$ cat src/hdl/dpmsc_pkg.sv
package dpmsc_pkg;
  localparam int CLK_NS       = 10;
  localparam int FRAME_NS     = 125000;
  localparam int FRAME_CYC    = FRAME_NS / CLK_NS;
  localparam int FSYNC_NS     = 122;
  localparam int FSYNC_CYC    = (FSYNC_NS / CLK_NS < 1) ? 1 : FSYNC_NS / CLK_NS;
  localparam int FRAMES_PER_MS = 1000000 / FRAME_NS;
  localparam int LOCK_MS      = 30000;
  localparam int FAST_LOCK_MS = 500;
  localparam int STORE_MS     = 30;
  localparam int MON_MS       = 2000;
  localparam int LOCK_FRAMES  = LOCK_MS * FRAMES_PER_MS;
  localparam int FAST_FRAMES  = FAST_LOCK_MS * FRAMES_PER_MS;
  localparam int STORE_FRAMES = STORE_MS * FRAMES_PER_MS;
  localparam int MON_FRAMES   = MON_MS * FRAMES_PER_MS;
  localparam int LOSS_CYC     = 2 * FRAME_CYC;
  localparam int PPM_LIMIT    = 12;
  localparam int FREQ_W       = 24;
  localparam int EDGE_W       = 27;
  // Reference edges per frame for each frequency code
  localparam int PF_19M44     = 2430;
  localparam int PF_8K        = 1;
  localparam int PF_1M544     = 193;
  localparam int PF_2M048     = 256;
  localparam logic [1:0] OP_NORMAL  = 2'h0;
  localparam logic [1:0] OP_HOLD    = 2'h1;
  localparam logic [1:0] OP_FREE    = 2'h2;
  localparam logic [1:0] CODE_19M44 = 2'h0;
  localparam logic [3:0] ADDR_CTRL   = 4'h0;
  localparam logic [3:0] ADDR_STATUS = 4'h4;
  localparam logic [3:0] ADDR_HOLD   = 4'h8;
  localparam logic [3:0] ADDR_CODES  = 4'hc;
  localparam logic [1:0] CTRL_RST    = 2'h0;
  localparam logic [1:0] RESP_OKAY   = 2'h0;
  localparam logic [1:0] RESP_SLVERR = 2'h2;
  typedef enum logic [4:0] {
    ST_FREE  = 5'h01,
    ST_NORM  = 5'h02,
    ST_AUTO  = 5'h04,
    ST_HOLD  = 5'h08,
    ST_SHORT = 5'h10
  } dpmsc_state_t;
  function automatic logic [EDGE_W-1:0] dpmsc_tol(input logic [EDGE_W-1:0] e);
    return EDGE_W'((64'(e) * 64'(PPM_LIMIT)) / 64'd1000000);
  endfunction
endpackage

$ cat src/hdl/dpmsc_top.sv
// Implementation choices: register access over AXI4-Lite and the address map.
`timescale 1ns/1ps
`default_nettype none
module dpmsc_top #(
  parameter int FRAME_CYC   = dpmsc_pkg::FRAME_CYC,
  parameter int LOCK_FRAMES = dpmsc_pkg::LOCK_FRAMES,
  parameter int FAST_FRAMES = dpmsc_pkg::FAST_FRAMES,
  parameter int MON_FRAMES  = dpmsc_pkg::MON_FRAMES,
  parameter int LOSS_CYC    = dpmsc_pkg::LOSS_CYC,
  parameter int FW          = dpmsc_pkg::FREQ_W,
  parameter logic [FW-1:0] NOMINAL_WORD = '0
) (
  input  wire logic          aclk,
  input  wire logic          aresetn,
  input  wire logic [3:0]    s_axi_awaddr,
  input  wire logic          s_axi_awvalid,
  output logic               s_axi_awready,
  input  wire logic [31:0]   s_axi_wdata,
  input  wire logic [3:0]    s_axi_wstrb,
  input  wire logic          s_axi_wvalid,
  output logic               s_axi_wready,
  output logic [1:0]         s_axi_bresp,
  output logic               s_axi_bvalid,
  input  wire logic          s_axi_bready,
  input  wire logic [3:0]    s_axi_araddr,
  input  wire logic          s_axi_arvalid,
  output logic               s_axi_arready,
  output logic [31:0]        s_axi_rdata,
  output logic [1:0]         s_axi_rresp,
  output logic               s_axi_rvalid,
  input  wire logic          s_axi_rready,
  input  wire logic          op_select_hi,
  input  wire logic          op_select_lo,
  input  wire logic          ref_select,
  input  wire logic          phase_step_correct_enable,
  input  wire logic          quick_acquire_enable,
  input  wire logic          ref0_freq_code_hi,
  input  wire logic          ref0_freq_code_lo,
  input  wire logic          ref1_freq_code_hi,
  input  wire logic          ref1_freq_code_lo,
  input  wire logic          reference_in_a,
  input  wire logic          reference_in_b,
  input  wire logic [FW-1:0] dco_freq_word,
  output logic               frame_sync_8k_out,
  output logic               normal_ind,
  output logic               holdover_ind,
  output logic               freerun_ind,
  output logic               lock_ind,
  output logic               quick_acquire_active,
  output logic               phase_step_correct_active,
  output logic               ref_a_ppm_alarm,
  output logic               ref_b_ppm_alarm,
  output logic [FW-1:0]      dco_freq_target
);
  localparam int FC_W = $clog2(FRAME_CYC + 1);
  localparam int LK_W = $clog2(LOCK_FRAMES + FAST_FRAMES + 1);
  localparam int MN_W = $clog2(MON_FRAMES + 1);
  localparam int LS_W = $clog2(LOSS_CYC + 1);
  localparam int SF_W = $clog2(dpmsc_pkg::STORE_FRAMES + 1);
  localparam int EW   = dpmsc_pkg::EDGE_W;
  localparam logic [EW-1:0] EXP [4] = '{
    EW'(dpmsc_pkg::PF_19M44 * MON_FRAMES),
    EW'(dpmsc_pkg::PF_8K * MON_FRAMES),
    EW'(dpmsc_pkg::PF_1M544 * MON_FRAMES),
    EW'(dpmsc_pkg::PF_2M048 * MON_FRAMES)
  };

  // Pin synchronisers
  logic [10:0] pin_meta;
  logic [10:0] pin_sync;
  always_ff @(posedge aclk) begin
    pin_meta <= {op_select_hi, op_select_lo, ref_select, phase_step_correct_enable,
                 quick_acquire_enable, ref0_freq_code_hi, ref0_freq_code_lo,
                 ref1_freq_code_hi, ref1_freq_code_lo, reference_in_a, reference_in_b};
    pin_sync <= pin_meta;
  end

  logic [1:0] op_code;
  logic       sel_pin;
  logic       tie_pin;
  logic       quick_pin;
  logic [1:0] ref_lvl;
  assign op_code   = pin_sync[10:9];
  assign sel_pin   = pin_sync[8];
  assign tie_pin   = pin_sync[7];
  assign quick_pin = pin_sync[6];
  assign ref_lvl   = pin_sync[1:0];

  // Frequency codes held from reset
  logic [1:0] code_a;
  logic [1:0] code_b;
  always_ff @(posedge aclk) begin
    if (!aresetn) begin
      code_a <= pin_sync[5:4];
      code_b <= pin_sync[3:2];
    end
  end

  // Frame timing
  logic [FC_W-1:0] frame_cnt;
  logic            tick;
  assign tick = (frame_cnt == '0);
  always_ff @(posedge aclk) begin
    if (!aresetn) begin
      frame_cnt         <= '0;
      frame_sync_8k_out <= 1'b0;
    end else begin
      frame_cnt <= (frame_cnt == FC_W'(FRAME_CYC - 1)) ? '0 : frame_cnt + 1'b1;
      frame_sync_8k_out <= (frame_cnt < FC_W'(dpmsc_pkg::FSYNC_CYC));
    end
  end

  // Bus control and state
  logic [1:0]                ctrl;
  dpmsc_pkg::dpmsc_state_t   state;
  dpmsc_pkg::dpmsc_state_t   next_state;
  logic                      active_sel;
  logic                      invalid;
  logic                      trans_flag;
  logic                      tie_on;
  logic                      ref_gate;
  assign ref_gate = (state != dpmsc_pkg::ST_FREE) && (state != dpmsc_pkg::ST_HOLD);

  // Reference edge selection
  logic [1:0] ref_prev;
  logic [1:0] ref_edge;
  logic       sel_edge;
  always_ff @(posedge aclk) begin
    if (!aresetn) begin
      ref_prev <= 2'h0;
    end else begin
      ref_prev <= ref_lvl;
    end
  end
  assign ref_edge[1] = (code_a == dpmsc_pkg::CODE_19M44) ? (ref_lvl[1] & ~ref_prev[1])
                                                          : (~ref_lvl[1] & ref_prev[1]);
  assign ref_edge[0] = (code_b == dpmsc_pkg::CODE_19M44) ? (ref_lvl[0] & ~ref_prev[0])
                                                          : (~ref_lvl[0] & ref_prev[0]);
  assign sel_edge = ref_gate & (active_sel ? ref_edge[0] : ref_edge[1]);

  // Loss of selected reference
  logic [LS_W-1:0] loss_cnt;
  always_ff @(posedge aclk) begin
    if (!aresetn || sel_edge || !ref_gate) begin
      loss_cnt <= '0;
    end else if (loss_cnt != LS_W'(LOSS_CYC)) begin
      loss_cnt <= loss_cnt + 1'b1;
    end
  end
  assign invalid = (loss_cnt == LS_W'(LOSS_CYC)) | ctrl[1];

  // Select transient, held until the next frame
  logic sel_prev;
  always_ff @(posedge aclk) begin
    if (!aresetn) begin
      sel_prev   <= sel_pin;
      trans_flag <= 1'b0;
    end else begin
      sel_prev <= sel_pin;
      if (sel_pin != sel_prev) begin
        trans_flag <= 1'b1;
      end else if (tick) begin
        trans_flag <= 1'b0;
      end
    end
  end

  // Mode decision
  always_comb begin
    next_state = state;
    if (op_code == dpmsc_pkg::OP_FREE) begin
      next_state = dpmsc_pkg::ST_FREE;
    end else if (op_code == dpmsc_pkg::OP_HOLD) begin
      next_state = dpmsc_pkg::ST_HOLD;
    end else if (op_code == dpmsc_pkg::OP_NORMAL) begin
      unique case (state)
        dpmsc_pkg::ST_FREE, dpmsc_pkg::ST_HOLD: begin
          next_state = dpmsc_pkg::ST_NORM;
        end
        dpmsc_pkg::ST_NORM: begin
          if (trans_flag) begin
            next_state = dpmsc_pkg::ST_SHORT;
          end else if (invalid) begin
            next_state = dpmsc_pkg::ST_AUTO;
          end
        end
        dpmsc_pkg::ST_AUTO: begin
          if (trans_flag) begin
            next_state = dpmsc_pkg::ST_SHORT;
          end else if (!invalid) begin
            next_state = dpmsc_pkg::ST_NORM;
          end
        end
        dpmsc_pkg::ST_SHORT: begin
          if (!trans_flag) begin
            next_state = dpmsc_pkg::ST_NORM;
          end
        end
        default: begin
          next_state = dpmsc_pkg::ST_FREE;
        end
      endcase
    end
    // Reserved code leaves next_state as is
  end

  always_ff @(posedge aclk) begin
    if (!aresetn) begin
      state <= dpmsc_pkg::ST_FREE;
    end else if (tick) begin
      state <= next_state;
    end
  end

  // Active reference
  always_ff @(posedge aclk) begin
    if (!aresetn) begin
      active_sel <= sel_pin;
    end else if (tick && next_state == dpmsc_pkg::ST_NORM &&
                 state != dpmsc_pkg::ST_NORM && state != dpmsc_pkg::ST_AUTO) begin
      active_sel <= sel_pin;
    end
  end

  // Phase-step correction enable
  always_ff @(posedge aclk) begin
    if (!aresetn) begin
      tie_on <= 1'b0;
    end else if (tick && next_state != state) begin
      if (next_state == dpmsc_pkg::ST_NORM && state != dpmsc_pkg::ST_FREE) begin
        tie_on <= tie_pin;
      end else begin
        tie_on <= 1'b0;
      end
    end
  end
  assign phase_step_correct_active = tie_on & ~ctrl[0];

  // Status indicators
  assign normal_ind   = state[1];
  assign holdover_ind = state[2] | state[3] | state[4];
  assign freerun_ind  = state[0];
  assign quick_acquire_active = state[1] & quick_pin;

  // Lock timer
  logic [LK_W-1:0] lock_cnt;
  logic [LK_W-1:0] lock_lim;
  assign lock_lim = quick_pin ? LK_W'(FAST_FRAMES - 1) : LK_W'(LOCK_FRAMES - 1);
  always_ff @(posedge aclk) begin
    if (!aresetn || state != dpmsc_pkg::ST_NORM) begin
      lock_cnt <= '0;
      lock_ind <= 1'b0;
    end else if (tick && !lock_ind) begin
      lock_cnt <= lock_cnt + 1'b1;
      lock_ind <= (lock_cnt >= lock_lim);
    end
  end

  // Holdover frequency storage
  logic [FW-1:0]   slot [2];
  logic            wr_ptr;
  logic [SF_W-1:0] store_cnt;
  logic [FW-1:0]   hold_freq;
  always_ff @(posedge aclk) begin
    if (!aresetn) begin
      slot[0]   <= NOMINAL_WORD;
      slot[1]   <= NOMINAL_WORD;
      wr_ptr    <= 1'b0;
      store_cnt <= '0;
    end else if (lock_ind && tick) begin
      if (store_cnt == SF_W'(dpmsc_pkg::STORE_FRAMES - 1)) begin
        store_cnt    <= '0;
        slot[wr_ptr] <= dco_freq_word;
        wr_ptr       <= ~wr_ptr;
      end else begin
        store_cnt <= store_cnt + 1'b1;
      end
    end
  end

  always_ff @(posedge aclk) begin
    if (!aresetn) begin
      hold_freq <= NOMINAL_WORD;
    end else if (tick && next_state != state &&
                 (state == dpmsc_pkg::ST_NORM || state == dpmsc_pkg::ST_FREE) &&
                 next_state != dpmsc_pkg::ST_NORM && next_state != dpmsc_pkg::ST_FREE) begin
      hold_freq <= slot[wr_ptr];
    end
  end

  always_ff @(posedge aclk) begin
    if (!aresetn) begin
      dco_freq_target <= NOMINAL_WORD;
    end else if (state == dpmsc_pkg::ST_NORM) begin
      dco_freq_target <= dco_freq_word;
    end else if (state == dpmsc_pkg::ST_FREE) begin
      dco_freq_target <= NOMINAL_WORD;
    end else begin
      dco_freq_target <= hold_freq;
    end
  end

  // Reference ppm monitors
  logic [MN_W-1:0] mon_cnt;
  logic            gate_end;
  logic [1:0]      alarm;
  assign gate_end = tick && (mon_cnt == MN_W'(MON_FRAMES - 1));
  always_ff @(posedge aclk) begin
    if (!aresetn || gate_end) begin
      mon_cnt <= '0;
    end else if (tick) begin
      mon_cnt <= mon_cnt + 1'b1;
    end
  end

  generate
    for (genvar i = 0; i < 2; i++) begin : g_mon
      logic [EW-1:0] cnt;
      logic [EW-1:0] exp_cnt;
      logic [EW-1:0] dev;
      logic          flag;
      assign exp_cnt = EXP[(i == 0) ? code_a : code_b];
      assign dev = (cnt > exp_cnt) ? cnt - exp_cnt : exp_cnt - cnt;
      always_ff @(posedge aclk) begin
        if (!aresetn) begin
          cnt  <= '0;
          flag <= 1'b0;
        end else if (gate_end) begin
          cnt  <= '0;
          flag <= (dev > dpmsc_pkg::dpmsc_tol(exp_cnt));
        end else if (ref_edge[1-i]) begin
          cnt <= cnt + 1'b1;
        end
      end
      assign alarm[i] = flag;
    end
  endgenerate
  assign ref_a_ppm_alarm = alarm[0];
  assign ref_b_ppm_alarm = alarm[1];

  // AXI4-Lite write path
  logic wr_go;
  assign wr_go         = s_axi_awvalid & s_axi_wvalid & ~s_axi_bvalid;
  assign s_axi_awready = wr_go;
  assign s_axi_wready  = wr_go;
  always_ff @(posedge aclk) begin
    if (!aresetn) begin
      s_axi_bvalid <= 1'b0;
      s_axi_bresp  <= dpmsc_pkg::RESP_OKAY;
      ctrl         <= dpmsc_pkg::CTRL_RST;
    end else if (wr_go) begin
      s_axi_bvalid <= 1'b1;
      s_axi_bresp  <= dpmsc_pkg::RESP_OKAY;
      unique case (s_axi_awaddr)
        dpmsc_pkg::ADDR_CTRL: begin
          if (s_axi_wstrb[0]) begin
            ctrl <= s_axi_wdata[1:0];
          end
        end
        dpmsc_pkg::ADDR_STATUS, dpmsc_pkg::ADDR_HOLD, dpmsc_pkg::ADDR_CODES: begin
        end
        default: begin
          s_axi_bresp <= dpmsc_pkg::RESP_SLVERR;
        end
      endcase
    end else if (s_axi_bready) begin
      s_axi_bvalid <= 1'b0;
    end
  end

  // AXI4-Lite read path
  logic rd_go;
  assign rd_go         = s_axi_arvalid & ~s_axi_rvalid;
  assign s_axi_arready = ~s_axi_rvalid;
  always_ff @(posedge aclk) begin
    if (!aresetn) begin
      s_axi_rvalid <= 1'b0;
      s_axi_rresp  <= dpmsc_pkg::RESP_OKAY;
      s_axi_rdata  <= 32'h0;
    end else if (rd_go) begin
      s_axi_rvalid <= 1'b1;
      s_axi_rresp  <= dpmsc_pkg::RESP_OKAY;
      unique case (s_axi_araddr)
        dpmsc_pkg::ADDR_CTRL: s_axi_rdata <= {30'h0, ctrl};
        dpmsc_pkg::ADDR_STATUS: begin
          s_axi_rdata <= {21'h0, invalid, active_sel, alarm, phase_step_correct_active,
                          lock_ind, state};
        end
        dpmsc_pkg::ADDR_HOLD: s_axi_rdata <= 32'(hold_freq);
        dpmsc_pkg::ADDR_CODES: s_axi_rdata <= {28'h0, code_b, code_a};
        default: begin
          s_axi_rdata <= 32'h0;
          s_axi_rresp <= dpmsc_pkg::RESP_SLVERR;
        end
      endcase
    end else if (s_axi_rready) begin
      s_axi_rvalid <= 1'b0;
    end
  end
endmodule
`default_nettype wire

$ cat config.mk
export PLATFORM = sky130hd
export DESIGN_NAME = dpmsc_top
export DESIGN_NICKNAME = d
export VERILOG_FILES = /design/src/hdl/dpmsc_pkg.sv /design/src/hdl/dpmsc_top.sv
export SDC_FILE = /design/constraint.sdc
export NUM_CORES = 1
export LEC_CHECK = 0
export ABC_AREA = 1
export BUFFER_PORTS_ARGS = -buffer_cell sky130_fd_sc_hd__clkbuf_2
export CAP_MARGIN = 5
export CELL_PAD_IN_SITES_DETAIL_PLACEMENT = 0
export CELL_PAD_IN_SITES_GLOBAL_PLACEMENT = 2
export CORE_MARGIN = 4
export CORE_UTILIZATION = 35
export CTS_CLUSTER_SIZE = 8
export DETAILED_ROUTE_END_ITERATION = 8
export PLACE_DENSITY_LB_ADDON = 0.1
export SLEW_MARGIN = 30
export SYNTH_ARGS = -nofsm -noshare
export SYNTH_HDL_FRONTEND = slang
export SYNTH_SLANG_ARGS = --single-unit
$ cat constraint.sdc
create_clock -name aclk -period 6.8 [get_ports aclk]
set_input_delay 1.36 -clock aclk [delete_from_list [all_inputs] [get_ports aclk]]
set_output_delay 1.36 -clock aclk [all_outputs]
set_load 0.005 [all_outputs]
* Yosys cells after proc, flatten, opt, wreduce, memory -nomap -nowiden
Memories as Yosys holds them, arrays and structs flattened. A register that Yosys moved wholly into a read port is not among the register bits.
Index checks and enable logic that the tools add are counted.
** Storage, ports and cells
- Word-level logic and storage cells :: 187
- Output and inout bits :: 74
- Memories kept :: 1
- Bits of input ports :: 86
- RAM bits :: 48
- Register bits :: 229
** Memory list
- slot :: words 2, bits a word 24, read ports 1, clocked after memory_dff 1, wr ports 2, RTL line dpmsc_top.sv:260 : logic [FW-1:0] slot [2];
** Cells by class
- Divide/modulo/power cells :: 2
- Bitwise gates (word level) :: 24
- Equality and inequality tests :: 28
- Add/sub/neg operators :: 11
- Multiply operators :: 2
- Magnitude comparators :: 8
- Multiplexer cells :: 44
- Reductions and logical operators :: 38
** Operators with widths (number)
- 27-bit two-way mux :: 6
- 31-bit by 20-bit divider with 64-bit output (second input constant) :: 2
- 27-bit binary-select mux with 2-bit select :: 2
- 27-bit greater-than comparator :: 4
- 27-bit subtractor :: 4
- 24-bit one-hot mux with 4 select lines :: 1
- 24-bit two-way mux :: 3
- 27-bit by 2-bit multiplier with 29-bit output (second input constant) :: 2
- 27-bit by 1-bit adder with 27-bit output (second input constant) :: 2
- 5-bit two-way mux :: 8
- 14-bit by 1-bit adder with 14-bit output (second input constant) :: 2
- 14-bit equality test (second input constant) :: 2
- 24-bit OR reduction :: 1
- 5-bit one-hot mux with 4 select lines :: 1
- 1-bit two-way mux :: 19
- 18-bit by 1-bit adder with 18-bit output (second input constant) :: 1
- 18-bit >= comparator :: 1
- 18-bit two-way mux :: 1
- 4-bit equality test (second input constant) :: 4
- 15-bit by 1-bit adder with 15-bit output (second input constant) :: 1
- 15-bit equality test (second input constant) :: 1
- 15-bit != test (second input constant) :: 1
- 14-bit zero test :: 1
- 14-bit by 4-bit < comparator with 1-bit output (second input constant) :: 1
- 34 further kinds :: 86

* Logic depth before layout (Yosys ltp)
- Word-level depth :: 14
- Gate-level depth with buffers :: 34
- Depth with buffers taken out :: 32

* Worst setup path before layout
OpenSTA, ideal clock, no wires.
- Path kind :: register to register
- Start :: register code_a[1]
- End :: register g_mon[0].flag, in the netlist ref_a_ppm_alarm
- Setup slack :: 2075 ps
- Data arrival time :: 4616 ps
- Setup time :: 109 ps
- Period minus slack after synthesis :: 4725 ps
- Data required time :: 6691 ps
- Cell stages (with the launch flop) :: 30
- Path buffers :: 2
- Cell sequence :: edfxtp_1 > inv_1 > ha_1 > clkbuf_1 > clkinv_1 > ha_1 > nand2_1 > nor2_2 > nand2_1 > nor2_2 > nand3_2 > nand2_2 > inv_2 > buf_4 > nor2_1 > xor2_1 > inv_1 > ha_1 > a21oi_1 > o21ai_0 > a21oi_1 > o21ai_0 > a21oi_1 > nor2_1 > nor2_1 > nand3_1 > nor3_1 > nand3_1 > nand2_1 > inv_1
** Between the ends
- Longest elaborated chain between the ends :: 7
- Elaborated cells on any way between the ends :: 11
- Classes of those cells :: add/sub: 2; mul: 1; div: 1; order compare: 2; mux: 4; bitwise: 1
** RTL lines
- from (decl) :: RTL line dpmsc_top.sv:90 : logic [1:0] code_a;
- from (signal assigned) :: RTL line dpmsc_top.sv:94 : code_a <= pin_sync[5:4];
- 2-bit inverter with 3-bit output (*) :: RTL line dpmsc_top.sv:322 : assign exp_cnt = EXP[(i == 0) ? code_a : code_b];
- 27-bit binary-select mux with 2-bit select (*) :: RTL line dpmsc_top.sv:322
- 27-bit two-way mux (*) (2 in a row) :: RTL line dpmsc_top.sv:322
- 27-bit by 2-bit multiplier with 29-bit output, or another cell as far along :: RTL line dpmsc_pkg.sv:44 : return EDGE_W'((64'(e) * 64'(PPM_LIMIT)) / 64'd1000000);
- 31-bit by 20-bit divider with 64-bit output or 27-bit two-way mux (tied branches) :: RTL line dpmsc_pkg.sv:44, dpmsc_top.sv:323
- 27-bit greater-than comparator (*) :: RTL line dpmsc_top.sv:330 : flag <= (dev > dpmsc_pkg::dpmsc_tol(exp_cnt));
- to (signal assigned) :: RTL line dpmsc_top.sv:330
- to (decl) :: RTL line dpmsc_top.sv:321 : logic flag;
Mark *: on every way between the ends. The rest lies on a longest branch, timed or not. The select of a mux whose other input is x is not followed.
A chain may end at the register's enable or synchronous reset.

* Worst setup path after layout
Ends and elaborated chain as after synthesis.

==> impl_metrics.yaml <==
status:
  status: "completed"
placement:
  place_congestion: 0.872
  portBuffers: 116
  place_hpwl_mm: 44.9
  place_area_um2: 20400
die:
  core_area_um2: 54000
  dieHeight_um: 242
  core.rowCount: 85
  die_w_um: 242
  io_pins: 160
  dieArea_um2: 58500
  start_util_pct: 35.4
global_routing:
  grt_max_degree: 79
  grt_pass1_vias: 17400
  antenna_found_initial: 3
  grt_use_total_pct: 19.9
  overflow: 0
  grt_pass1_wl_mm: 95.5
clock_tree:
  cts_tree: "done"
  cts_root_buf: "clkbuf_16"
  clk_pin_slew_ps: 50
  cts.sinks: 291
  cts_resized: 0
  ctsHoldBuffers: 0
  cts_max_level: 2
  postCtsSetupBuffers: 0
  clock_latency_ps: 570
  clk_path_buf_depth: 3
  cts_made_buffers: 43
layout:
  fin_area_um2: 21700
  fillCellCount: 5845
  syn_to_final_growth_pct: 13.2
  antenna_cells: 0
  layout-drive-gt1-share_pct: 10.0
  nNetsFinal: 3095
run:
  cap_violations: 0
worst_setup_path:
  crit_slowest_cell: "ha_1"
  crit_fanout: 21
  crit_path_start_kind: "flip-flop"
  r2r_slack_ps: 1250
  worstSetupPathType: "flip-flop to flip-flop"
  critical_path_required_ps: 7250
  rr_startpoint: "code_a[1]"
  max_stage_delay_ps: 640
  ff2ff_path_depth: 29
  end_kind: "flip-flop"
  critPathLaunch: "code_a[1]"
  r2r-end: "ref_a_ppm_alarm"
  crit_top_cell: "inv_1"
  setup.worst_path.end: "ref_a_ppm_alarm"
  cp.arrival_ps: 6000
logic_synthesis:
  syn_area_per_cell_um2: 6.92
  synth_seq_cells: 291
  synthCells: 2768
  ys_warn_count: 0
  synth_edf_count: 53
  yosysSeqAreaShare_pct: 33.2
  synth-main-ff-cell: "dfxtp_1"
  synthArstFlopShare_pct: 0
  syn_area_um2: 19200
  ys_types: 67
pwr:
  pwr_density_cell_nw_per_um2: 219
  leakagePower_nw: 9.65
  irDropWorstVdd_v: 0.000158
timing:
  setup_viol: 0
  finalClockSkew_ps: 25.9
  rsz0062_at_grt: "false"
  finalSetupTns_ps: 0
  drv_slew: 0
  worst_pin_slew_ps: 958
  finalHoldViolCount: 0
  max_freq_mhz: 180
  post-route-period-util_pct: 81.6
  relSlewSlack_pct: 35.9
  period_minus_slack_ps: 5550
routing:
  ant_nets: 0
  drt_iter0_drc: 1013
  drc: 0
  wl_mm: 59.9
  wl_per_cell_um: 16.6
  firstDrtPassIters: 6
  viasPerCell: 5.01
  vias: 18100
hold_path:
  hold_class: "flip-flop to flip-flop"
  min-delay-start: "pin_meta[9]"
==> final cells by class <==
| type | instances | area [um2] | area share, % |
|---|---|---|---|
| Timing Repair Buffer | 143 | 783 | 3.61 |
| Sequential cell | 291 | 6360 | 29.3 |
| Clock inverter | 5 | 111 | 0.514 |
| Multi-Input combinational cell | 2034 | 11000 | 50.6 |
| Tap cell | 696 | 871 | 4.02 |
| Inverter | 369 | 1390 | 6.42 |
| Clock buffer | 66 | 1180 | 5.46 |
==> registers in the layout, summed over array words and instances, names as in the netlist, 5 cells and up <==
register / count
g_mon.cnt: 54
slot: 48
dco_freq_target: 24
hold_freq: 24
s_axi_rdata: 24
lock_cnt: 18
loss_cnt: 15
frame_cnt: 14
mon_cnt: 14
pin_meta: 11
pin_sync: 11
store_cnt: 8
state: 5
==> how the worst min path moves through the flow <==
stage,cells after the start,end
floorplan,0,pin_sync[0]
global placement,0,pin_sync[6]
detailed placement,0,pin_sync[3]
CTS,0,pin_sync[3]
global route,0,pin_sync[3]
finish,0,pin_sync[9]
==> cell usage after synthesis (4+ instances only) <==
| master | number | area share (%) |
|---|---|---|
| a211oi_1 | 7 | 0.27 |
| a21boi_0 | 4 | 0.16 |
| a21o_1 | 12 | 0.47 |
| a21oi_1 | 205 | 5.4 |
| a31oi_1 | 12 | 0.39 |
| and2_1 | 4 | 0.13 |
| buf_1 | 6 | 0.12 |
| buf_2 | 13 | 0.34 |
| buf_4 | 18 | 0.71 |
| buf_6 | 6 | 0.35 |
| clkbuf_1 | 34 | 0.67 |
| clkinv_1 | 6 | 0.12 |
| dfxtp_1 | 238 | 25 |
| edfxtp_1 | 53 | 8.3 |
| ha_1 | 125 | 8.2 |
| inv_1 | 353 | 6.9 |
| inv_2 | 9 | 0.18 |
| nand2_1 | 643 | 13 |
| nand2_2 | 12 | 0.39 |
| nand3_1 | 163 | 4.3 |
| nand3_2 | 7 | 0.37 |
| nand3b_1 | 10 | 0.39 |
| nand4_1 | 39 | 1.3 |
| nor2_1 | 319 | 6.3 |
| nor2_2 | 15 | 0.49 |
| nor2_4 | 8 | 0.47 |
| nor3_1 | 68 | 1.8 |
| nor3_2 | 24 | 1.3 |
| nor3b_1 | 7 | 0.27 |
| nor4_1 | 11 | 0.36 |
| o211ai_1 | 5 | 0.20 |
| o21a_1 | 11 | 0.43 |
| o21ai_0 | 150 | 3.9 |
| o21bai_1 | 39 | 1.5 |
| o31ai_1 | 4 | 0.16 |
| or2_2 | 9 | 0.29 |
| xnor2_1 | 9 | 0.41 |
| xor2_1 | 65 | 3.0 |
==> cell families after synthesis <==
family                   Yosys count  share of synthesized area, %
AO/OA/AOI/OAI                    469                          13.7
XOR/XNOR                          74                          3.38
adder cells (fa/ha/maj)          127                          8.38
buffers and inverters            452                          9.77
flip-flops                       291                          33.2
other                              1                        0.0196
AND/OR/NAND/NOR                 1354                          31.6
==> per-stage QoR <==
| stage | power (mW) | std cells | setup WS (ps) | util, % | hold WS (ps) |
|---|---|---|---|---|---|
| floorplan | 2.51 | 2777 | 2070 | - | 310 |
| global placement | 2.74 | 3533 | 1300 | 37.7 | 313 |
| detailed placement | 2.74 | 3533 | 1320 | 37.7 | 312 |
| CTS | 4.82 | 3604 | 1270 | 40.1 | 324 |
| global route | 5.02 | 3604 | 775 | 40.1 | 331 |
| finish | 4.75 | 3604 | 1250 | 40.1 | 323 |
==> routing by layer <==
layer	part of all wire, %	track usage [%]
met5	0.033	0
met4	1.8	4.34
met3	4.7	3.14
met2	45	32.4
met1	49	28.0
==> cells in the final DEF, fill, tap and decap left out, types with 8 or more instances in the layout <==
master,Yosys,routed
nand2_1,643,642
inv_1,353,353
nor2_1,319,319
dfxtp_1,238,238
a21oi_1,205,205
nand3_1,163,163
o21ai_0,150,149
ha_1,125,125
clkbuf_2,3,115
nor3_1,68,67
xor2_1,65,65
edfxtp_1,53,53
clkbuf_16,0,43
o21bai_1,39,39
nand4_1,39,39
buf_4,18,27
nor3_2,24,25
clkbuf_1,34,21
nor2_2,15,15
nand2_2,12,13
a21o_1,12,12
a31oi_1,12,12
nor4_1,11,11
o21a_1,11,11
nand3b_1,10,10
conb_1,1,10
xnor2_1,9,9
or2_2,9,9
inv_2,9,8
nor2_4,8,8
==> power by group <==
group	internal [mW]	switching, mW	total, mW
logic	0.266	0.553	0.818
registers	1.84	0.0531	1.89
clock network	1.23	0.809	2.04
total	3.34	1.41	4.75
==> critical path: cells and delay by family, from the launching register on <==
family,cells,cell delay [ps]
AO/OA/AOI/OAI,6,710
XOR/XNOR,1,160
adder cells (fa/ha/maj),3,1480
buffers and inverters,9,1410
flip-flops,1,360
AND/OR/NAND/NOR,10,1290
No activity file was read; power rests on OpenSTA's default activity.
